===== src/hw/fcp_consts.vh =====
/*
 * Constants for the power-switch control and discharge protection
 * configuration block: register offsets, field positions, reset values,
 * thresholds and protection delays.
 * Assumes a 125 MHz core clock. The header is included by its bare name.
 */
// Function
// - Register contents survive sleep, except the charge and discharge bits that forced sleep clears.
// - Writing one to control bit 7 forces sleep: switches, balance, regulator off.
// - Forced sleep clears charge, discharge and balance bits, not analog select.
// - Sleep bit returns to zero automatically on wake-up.
// - Control bit 6 turns the load-voltage monitor on or off.
// - Control bit 1 drives the charge switch.
// - Charge overcurrent clears the charge bit unless auto response disabled.
// - Control bit 0 drives the discharge switch.
// - Discharge overcurrent or short clears discharge bit unless disabled.
// - Config bit 7 disables automatic switch-off on discharge overcurrent.
// - Discharge overcurrent always sets its flag and temp sensor supply.
// - Config bits 6:5 select overcurrent threshold 0.10 to 0.16 V.
// - Config bit 4 disables automatic switch-off on short circuit.
// - Short circuit always sets its flag and temp sensor supply.
// - Config bits 3:2 select short threshold 0.20 to 1.20 V.
// - Config bits 1:0 select overcurrent timeout 160 to 1280 ms, or 2.5 to 20 ms.
// - The discharge time divider divides the overcurrent delay by 64.
// - Short delay select: 190 us when zero, 10 ms when one.
// - Charge overcurrent auto-off disable bit gates the charge response.
`ifndef FCP_CONSTS_VH
`define FCP_CONSTS_VH

// Register offsets
`define FCP_ADDR_SWITCH_CTL 8'h04
`define FCP_ADDR_DISCH_CFG 8'h05
`define FCP_ADDR_TIME_SCALE 8'h06

// Switch control fields
`define FCP_CTL_SLEEP 7
`define FCP_CTL_LOAD_MON 6
`define FCP_CTL_CHARGE 1
`define FCP_CTL_DISCH 0
`define FCP_CTL_RESET 8'h00

// Discharge configuration fields
`define FCP_CFG_OC_OFF_DIS 7
`define FCP_CFG_OC_THR_HI 6
`define FCP_CFG_OC_THR_LO 5
`define FCP_CFG_SC_OFF_DIS 4
`define FCP_CFG_SC_THR_HI 3
`define FCP_CFG_SC_THR_LO 2
`define FCP_CFG_OC_TO_HI 1
`define FCP_CFG_OC_TO_LO 0
`define FCP_CFG_RESET 8'h00

// Comparator thresholds in mV, code 0 to 3
`define FCP_OC_MV_0 100
`define FCP_OC_MV_1 120
`define FCP_OC_MV_2 140
`define FCP_OC_MV_3 160
`define FCP_SC_MV_0 200
`define FCP_SC_MV_1 350
`define FCP_SC_MV_2 650
`define FCP_SC_MV_3 1200

// Timing
`define FCP_CLK_MHZ 125
`define FCP_OC_TICK_US 2500
`define FCP_OC_TICK_CYC (`FCP_OC_TICK_US * `FCP_CLK_MHZ)
`define FCP_DT_DIV 64
`define FCP_SC_SHORT_US 190
`define FCP_SC_SHORT_CYC (`FCP_SC_SHORT_US * `FCP_CLK_MHZ)
`define FCP_SC_LONG_US 10000
`define FCP_SC_LONG_CYC (`FCP_SC_LONG_US * `FCP_CLK_MHZ)

`endif


===== src/hw/fcp_persist.v =====
/*
 * Persistence timer: fires a one-cycle pulse once a condition has held
 * for limit counted steps, and restarts whenever the condition drops.
 * Assumes cond and step are synchronous to mclk.
 */
`timescale 1ns/100ps
module fcp_persist #(
  parameter CW = 22
) (
  // Clock and reset
  input wire mclk,
  input wire rst,
  input wire ce,
  // Condition
  input wire cond,
  input wire step,
  input wire [CW-1:0] limit,
  // Result
  output reg hit_q
);

  reg [CW-1:0] cnt_q;
  reg fired_q;

  always @(posedge mclk or posedge rst) begin
    if (rst) begin
      cnt_q <= {CW{1'b0}};
      fired_q <= 1'b0;
      hit_q <= 1'b0;
    end else if (ce) begin
      hit_q <= 1'b0;
      if (!cond) begin
        // Any gap in the condition restarts the delay
        cnt_q <= {CW{1'b0}};
        fired_q <= 1'b0;
      end else if (!fired_q) begin
        if (cnt_q >= limit) begin
          hit_q <= 1'b1;
          fired_q <= 1'b1;
        end else if (step) begin
          cnt_q <= cnt_q + {{(CW-1){1'b0}}, 1'b1};
        end
      end
    end
  end

endmodule


===== src/hw/fcp_switch_cfg.v =====
/*
 * Power-switch control and discharge protection configuration registers,
 * with the discharge overcurrent and short-circuit protection response.
 * Assumes a register port from the serial interface on the same clock,
 * analog comparator and wake signals arriving asynchronously from pins,
 * and time-scale settings supplied by the neighbouring register.
 */
`timescale 1ns/100ps
`include "fcp_consts.vh"
module fcp_switch_cfg #(
  parameter OC_TICK_CYC = `FCP_OC_TICK_CYC,
  parameter SC_SHORT_CYC = `FCP_SC_SHORT_CYC,
  parameter SC_LONG_CYC = `FCP_SC_LONG_CYC
) (
  // Clock, reset, enable
  input wire mclk,
  input wire rst,
  input wire ce,
  // Register port
  input wire [7:0] reg_addr,
  input wire reg_wr,
  input wire [7:0] reg_wdata,
  output reg [7:0] reg_rdata_q,
  // Settings held in the time-scale register
  input wire discharge_time_divider,
  input wire short_long_delay_sel,
  input wire charge_oc_auto_off_disable,
  // Events and pins
  input wire charge_oc_event,
  input wire discharge_oc_cmp,
  input wire short_cmp,
  input wire wake_pin,
  input wire flag_clear,
  // Switch and supply outputs
  output reg charge_switch_on_q,
  output reg discharge_switch_on_q,
  output reg load_monitor_enable_q,
  output reg regulator_enable_q,
  output reg sleep_active_q,
  output reg balance_clear_q,
  // Comparator settings
  output reg [1:0] oc_threshold_sel_q,
  output reg [1:0] short_threshold_sel_q,
  // Fault flags
  output reg discharge_oc_flag_q,
  output reg short_circuit_flag_q,
  output reg temp_sensor_supply_out_q
);

  ////////////////////////////////////////////////////////////////////////
  // Helpers

  // Overcurrent timeout in 2.5 ms ticks
  function [9:0] fcp_oc_ticks;
    input [1:0] code;
    input div;
    reg [9:0] base;
    begin
      base = div ? 10'h001 : 10'h040;
      fcp_oc_ticks = base << code;
    end
  endfunction

  function fcp_hit;
    input [7:0] addr;
    input [7:0] target;
    begin
      fcp_hit = (addr == target);
    end
  endfunction

  ////////////////////////////////////////////////////////////////////////
  // Pin synchronisers

  reg [1:0] oc_sync_q;
  reg [1:0] sc_sync_q;
  reg [1:0] wake_sync_q;

  always @(posedge mclk or posedge rst) begin
    if (rst) begin
      oc_sync_q <= 2'h0;
      sc_sync_q <= 2'h0;
      wake_sync_q <= 2'h0;
    end else if (ce) begin
      oc_sync_q <= {oc_sync_q[0], discharge_oc_cmp};
      sc_sync_q <= {sc_sync_q[0], short_cmp};
      wake_sync_q <= {wake_sync_q[0], wake_pin};
    end
  end

  wire oc_cond = oc_sync_q[1];
  wire sc_cond = sc_sync_q[1];
  wire wake = wake_sync_q[1];

  ////////////////////////////////////////////////////////////////////////
  // Registers

  // Hard reset clears these; a sleep request or protection also clears charge_q and disch_q, and wake clears sleep_q
  reg sleep_q;
  reg load_mon_q;
  reg charge_q;
  reg disch_q;
  reg [7:0] cfg_q;

  wire wr_ctl = reg_wr && fcp_hit(reg_addr, `FCP_ADDR_SWITCH_CTL);
  wire wr_cfg = reg_wr && fcp_hit(reg_addr, `FCP_ADDR_DISCH_CFG);
  wire sleep_req = wr_ctl && reg_wdata[`FCP_CTL_SLEEP];

  wire doc_hit;
  wire scd_hit;

  wire charge_kill = charge_oc_event && !charge_oc_auto_off_disable;
  wire disch_kill = (doc_hit && !cfg_q[`FCP_CFG_OC_OFF_DIS]) ||
                    (scd_hit && !cfg_q[`FCP_CFG_SC_OFF_DIS]);

  always @(posedge mclk or posedge rst) begin
    if (rst) begin
      sleep_q <= 1'b0;
      load_mon_q <= 1'b0;
      charge_q <= 1'b0;
      disch_q <= 1'b0;
      cfg_q <= `FCP_CFG_RESET;
    end else if (ce) begin
      if (wr_ctl) begin
        load_mon_q <= reg_wdata[`FCP_CTL_LOAD_MON];
        charge_q <= reg_wdata[`FCP_CTL_CHARGE];
        disch_q <= reg_wdata[`FCP_CTL_DISCH];
      end
      if (wr_cfg) begin
        cfg_q <= reg_wdata;
      end
      // Sleep request outranks a wake seen in the same cycle
      if (sleep_req) begin
        sleep_q <= 1'b1;
      end else if (wake) begin
        sleep_q <= 1'b0;
      end
      // Protection and sleep clears override a concurrent write
      if (sleep_req || charge_kill) begin
        charge_q <= 1'b0;
      end
      if (sleep_req || disch_kill) begin
        disch_q <= 1'b0;
      end
    end
  end

  ////////////////////////////////////////////////////////////////////////
  // Protection timers

  reg [18:0] tick_cnt_q;
  reg tick_q;

  // Prescaler restarts with the condition so the first tick is a full one
  always @(posedge mclk or posedge rst) begin
    if (rst) begin
      tick_cnt_q <= 19'h00000;
      tick_q <= 1'b0;
    end else if (ce) begin
      tick_q <= 1'b0;
      if (!oc_cond) begin
        tick_cnt_q <= 19'h00000;
      end else if (tick_cnt_q >= OC_TICK_CYC[18:0] - 19'h00001) begin
        tick_cnt_q <= 19'h00000;
        tick_q <= 1'b1;
      end else begin
        tick_cnt_q <= tick_cnt_q + 19'h00001;
      end
    end
  end

  wire [9:0] oc_limit = fcp_oc_ticks(cfg_q[`FCP_CFG_OC_TO_HI:`FCP_CFG_OC_TO_LO],
                                     discharge_time_divider);
  wire [20:0] sc_limit = short_long_delay_sel ? SC_LONG_CYC[20:0] :
                                                SC_SHORT_CYC[20:0];

  fcp_persist #(.CW(10)) u_oc_timer (
    .mclk(mclk),
    .rst(rst),
    .ce(ce),
    .cond(oc_cond),
    .step(tick_q),
    .limit(oc_limit),
    .hit_q(doc_hit)
  );

  fcp_persist #(.CW(21)) u_sc_timer (
    .mclk(mclk),
    .rst(rst),
    .ce(ce),
    .cond(sc_cond),
    .step(1'b1),
    .limit(sc_limit),
    .hit_q(scd_hit)
  );

  ////////////////////////////////////////////////////////////////////////
  // Outputs

  always @(posedge mclk or posedge rst) begin
    if (rst) begin
      charge_switch_on_q <= 1'b0;
      discharge_switch_on_q <= 1'b0;
      load_monitor_enable_q <= 1'b0;
      regulator_enable_q <= 1'b1;
      sleep_active_q <= 1'b0;
      balance_clear_q <= 1'b0;
      oc_threshold_sel_q <= 2'h0;
      short_threshold_sel_q <= 2'h0;
      discharge_oc_flag_q <= 1'b0;
      short_circuit_flag_q <= 1'b0;
      temp_sensor_supply_out_q <= 1'b0;
      reg_rdata_q <= 8'h00;
    end else if (ce) begin
      charge_switch_on_q <= charge_q && !sleep_q;
      discharge_switch_on_q <= disch_q && !sleep_q;
      load_monitor_enable_q <= load_mon_q;
      regulator_enable_q <= !sleep_q;
      sleep_active_q <= sleep_q;
      // Balance bits live next door; analog select is left alone
      balance_clear_q <= sleep_req;
      oc_threshold_sel_q <= cfg_q[`FCP_CFG_OC_THR_HI:`FCP_CFG_OC_THR_LO];
      short_threshold_sel_q <= cfg_q[`FCP_CFG_SC_THR_HI:`FCP_CFG_SC_THR_LO];
      // Flags are sticky; a new event wins over a clear
      discharge_oc_flag_q <= doc_hit || (discharge_oc_flag_q && !flag_clear);
      short_circuit_flag_q <= scd_hit || (short_circuit_flag_q && !flag_clear);
      temp_sensor_supply_out_q <= doc_hit || scd_hit ||
                                  ((discharge_oc_flag_q || short_circuit_flag_q) &&
                                   !flag_clear);
      // Reserved control bits read as zero
      if (fcp_hit(reg_addr, `FCP_ADDR_SWITCH_CTL)) begin
        reg_rdata_q <= {sleep_q, load_mon_q, 4'h0, charge_q, disch_q};
      end else if (fcp_hit(reg_addr, `FCP_ADDR_DISCH_CFG)) begin
        reg_rdata_q <= cfg_q;
      end else begin
        reg_rdata_q <= 8'h00;
      end
    end
  end

endmodule


===== config.mk =====
export PLATFORM = sky130hd
export DESIGN_NAME = fcp_switch_cfg
export DESIGN_NICKNAME = d
export VERILOG_FILES = /design/src/hw/fcp_persist.v /design/src/hw/fcp_switch_cfg.v
export VERILOG_INCLUDE_DIRS = /design/src /design/src/hw
export SDC_FILE = /design/constraint.sdc
export NUM_CORES = 1
export LEC_CHECK = 0
export BUFFER_PORTS_ARGS = -buffer_cell sky130_fd_sc_hd__buf_2
export CAP_MARGIN = 30
export CORE_ASPECT_RATIO = 1.1
export CORE_MARGIN = 2
export CORE_UTILIZATION = 45
export DETAILED_ROUTE_END_ITERATION = 8
export PLACE_DENSITY = 0.71
export SLEW_MARGIN = 20
export SYNTH_ARGS = -nofsm -noshare
export SYNTH_HDL_FRONTEND = slang
export SYNTH_SLANG_ARGS = --single-unit
export TNS_END_PERCENT = 50

===== constraint.sdc =====
create_clock -name mclk -period 2.95 [get_ports mclk]
set_input_delay 0.7375 -clock mclk [delete_from_list [all_inputs] [get_ports mclk]]
set_output_delay 0.7375 -clock mclk [all_outputs]
set_load 0.02 [all_outputs]

==> metrics.txt <==
status finished, final reports clean; number of buffers created by CTS 9; Leak Pwr 0.00281 µW; Place WS -0.336 ns; CTS tree built; met3 usage in global routing 0.0391; Net Count, Synth 573; sequential cell area fraction in the yosys report 0.465; root buffer cell clkbuf_16; initial antenna violation count 1; Synth-to-Final Area Change 16.8%; Die Y-Extent 115 µm; CP Buf/Inv Count 1; fill cell count 967; clk_lat worst skew 0.34 ns; nets@finish 634; critical path depth 9; crit end category flip-flop; Post-Syn Area 5060 µm²; RSZ-0062 raised after global routing no; Worst Tran Pin Value 0.714 ns; I/O pin count 49; Final ANT Viol Nets 0; crit-path leading delay family compound AO/OA/AOI/OAI gates; first-pass GRT wire length 20000 µm; count leader, synth dfrtp_1; Worst Setup Slack, final 0.0890 ns; Via Count 4352; final design utilization 0.539; WL/cell 15.9 µm; R2R Path End u_oc_timer.cnt_q[7]; peak supply drop 0.000346 V; #FFs+latches synth 94; Hold WC Path Type input pin to async pin; Hold Buf Count CTS 0; Reg clk slew, reported paths 0.07 ns; drc violations 0; Vias per Instance 5.91; Cell Pwr Density 501 nW/µm²; worst path arrival time 3.13 ns; largest net degree at the start of global routing 95; CTS Buffer Depth 2; top cell type by total area after synthesis dfrtp_1; Slew Limit Headroom 0.520; core area 11000 µm²; Final GP Congestion 0.849; gr ovfl total 0; GR peak layer met2; H-tree levels 3; TritonRoute pass-1 iters 4; final HPWL from detailed placement 8220 µm; DIE WIDTH 105 µm; GRT Total Usage 0.202; Req. time, crit path 3.22 ns; Post-Synthesis Cells 524; Worst setup startpoint discharge_time_divider; async set-reset flop share out of synthesis 1.00; ys flop type dfrtp_1; initial core utilization 0.461; CP max FO 3; Yosys top cell area share 0.460; detailed router's first-iteration violation count 238; Final Hold Viols 0; worst r2r path cells 8; max-slew violation count 0; crit start category input pin; most used cell, CP a21o_1; fraction of layout cells with a size suffix above 1 0.203; vias in the first global route 4240; CP max stage delay 0.51 ns; met1 Usage GRT 0.264; worst r2r src cfg_q[0]; Clock Skew 0.0120 ns; synth top area cells dfrtp_1 46%, ha_1 5.2%, mux2_2 5.1%; flop-to-flop setup slack 0.15 ns; GR Util met2 0.345; Detailed Route WL 11800 µm; CP Cell Sequence buf_2 > or3b_2 > ha_4 > a21o_1 > a21o_1 > a2111o_1 > a21o_1 > or4_1 > a21oi_1; Syn Area/Cell 9.65 µm²; # setup viols final 0; slowest CP cell or4_1; CTS sink cnt 94; max cap viols 0; commonest cells in the netlist 93 x dfrtp_1, 56 x nand2_1, 34 x a31oi_1, 32 x nor2_1, 25 x o21ai_0; number of synthesized flops with an enable pin 0; n_diodes 0; Row Count 40; Period Utilization, post-route 0.970; port buffer count 48; Tmin final 2.86 ns; Max Clock Freq 350 MHz; area of the die 12100 µm²; Synth cell types 59; Worst Setup Path Type input pin to flip-flop; Synth Warn # 0
## kinds of logic after synthesis
logic type               synth area share
flip-flops                          0.465
buffers and inverters              0.0322
adder cells (fa/ha/maj)            0.0520
AO/OA/AOI/OAI                       0.185
multiplexers                       0.0611
AND/OR/NAND/NOR                     0.203
XOR/XNOR                          0.00173
## layout make-up
| cell class | instances | area (µm²) | area share |
|---|---|---|---|
| Timing Repair Buffer | 70 | 430 | 0.0729 |
| Sequential cell | 94 | 2350 | 0.398 |
| Tap cell | 147 | 184 | 0.0311 |
| Multi-Input combinational cell | 387 | 2560 | 0.434 |
| Clock inverter | 7 | 62.6 | 0.0106 |
| Clock buffer | 9 | 225 | 0.0381 |
| Inverter | 23 | 90.1 | 0.0153 |
## stage by stage
stage	instances	total power (µW)	TNS (ns)	area, µm²	hold slack, ns
6_report	737	2960	0	5910	0.502
4_1_cts	737	2990	0	5890	0.511
3_3_place_gp	721	1820	-1.71	5600	0.485
5_1_grt	737	3100	0	5910	0.532
3_5_place_dp	721	1850	-2.46	5600	0.495
2_1_floorplan	524	1700	-0.335	5060	0.473
## timing repair
| action | 4_1_cts | 5_1_grt |
|---|---|---|
| gates resized for setup | 0 | 3 |
| buffers inserted | 0 | 0 |
| setup endpoints to repair | 0 | 3 |
## worst min-delay path, stage by stage
cell and delay [ns]:
buf_2 0.11, clkinvlp_4 0.07, buf_12 0.36
## where the power goes
group	leakage [µW]	switching [µW]	internal (µW)	total, µW
Sequential	0.00128	91.6	1350	1440
Clock	0.000139	544	592	1140
Combinational	0.00139	212	169	381
Total	0.00281	848	2110	2960
## worst max path at each step
stage / endpoint / slack, ns
2_1_floorplan: u_oc_timer.cnt_q[9] / -0.17
3_3_place_gp: u_oc_timer.cnt_q[9] / -0.28
3_5_place_dp: u_oc_timer.cnt_q[7] / -0.34
4_1_cts: u_oc_timer.cnt_q[9] / 0.01
5_1_grt: u_oc_timer.cnt_q[9] / 0.008
6_report: u_oc_timer.cnt_q[7] / 0.09
## cell usage in the layout, fill, tap and decap left out, drive strengths merged, types with 7 or more instances in the layout
cell / instances
dfrtp: 93
buf: 70
nand2: 56
a31oi: 34
nor2: 32
o21ai: 26
inv: 26
mux2: 23
ha: 21
nand3: 20
and3: 19
a21oi: 19
nand2b: 16
nand4: 14
nor3: 12
clkbuf: 9
nor4: 7
a22o: 7
## per-layer routing
layer,routed length [µm],vias to the layer above
met4,144,2
met5,8,-
li1,-,2091
met3,419,15
met1,5250,2146
met2,5930,98
## flip-flops by register name (all words and copies together), names as in the netlist, 2 cells and up
signal / cells
cfg_q: 8
oc_sync_q: 2
oc_threshold_sel_q: 2
reg_rdata_q: 8
sc_sync_q: 2
short_threshold_sel_q: 2
tick_cnt_q: 19
u_oc_timer.cnt_q: 10
u_sc_timer.cnt_q: 21
wake_sync_q: 2
No activity file was read; power rests on OpenSTA's default activity.
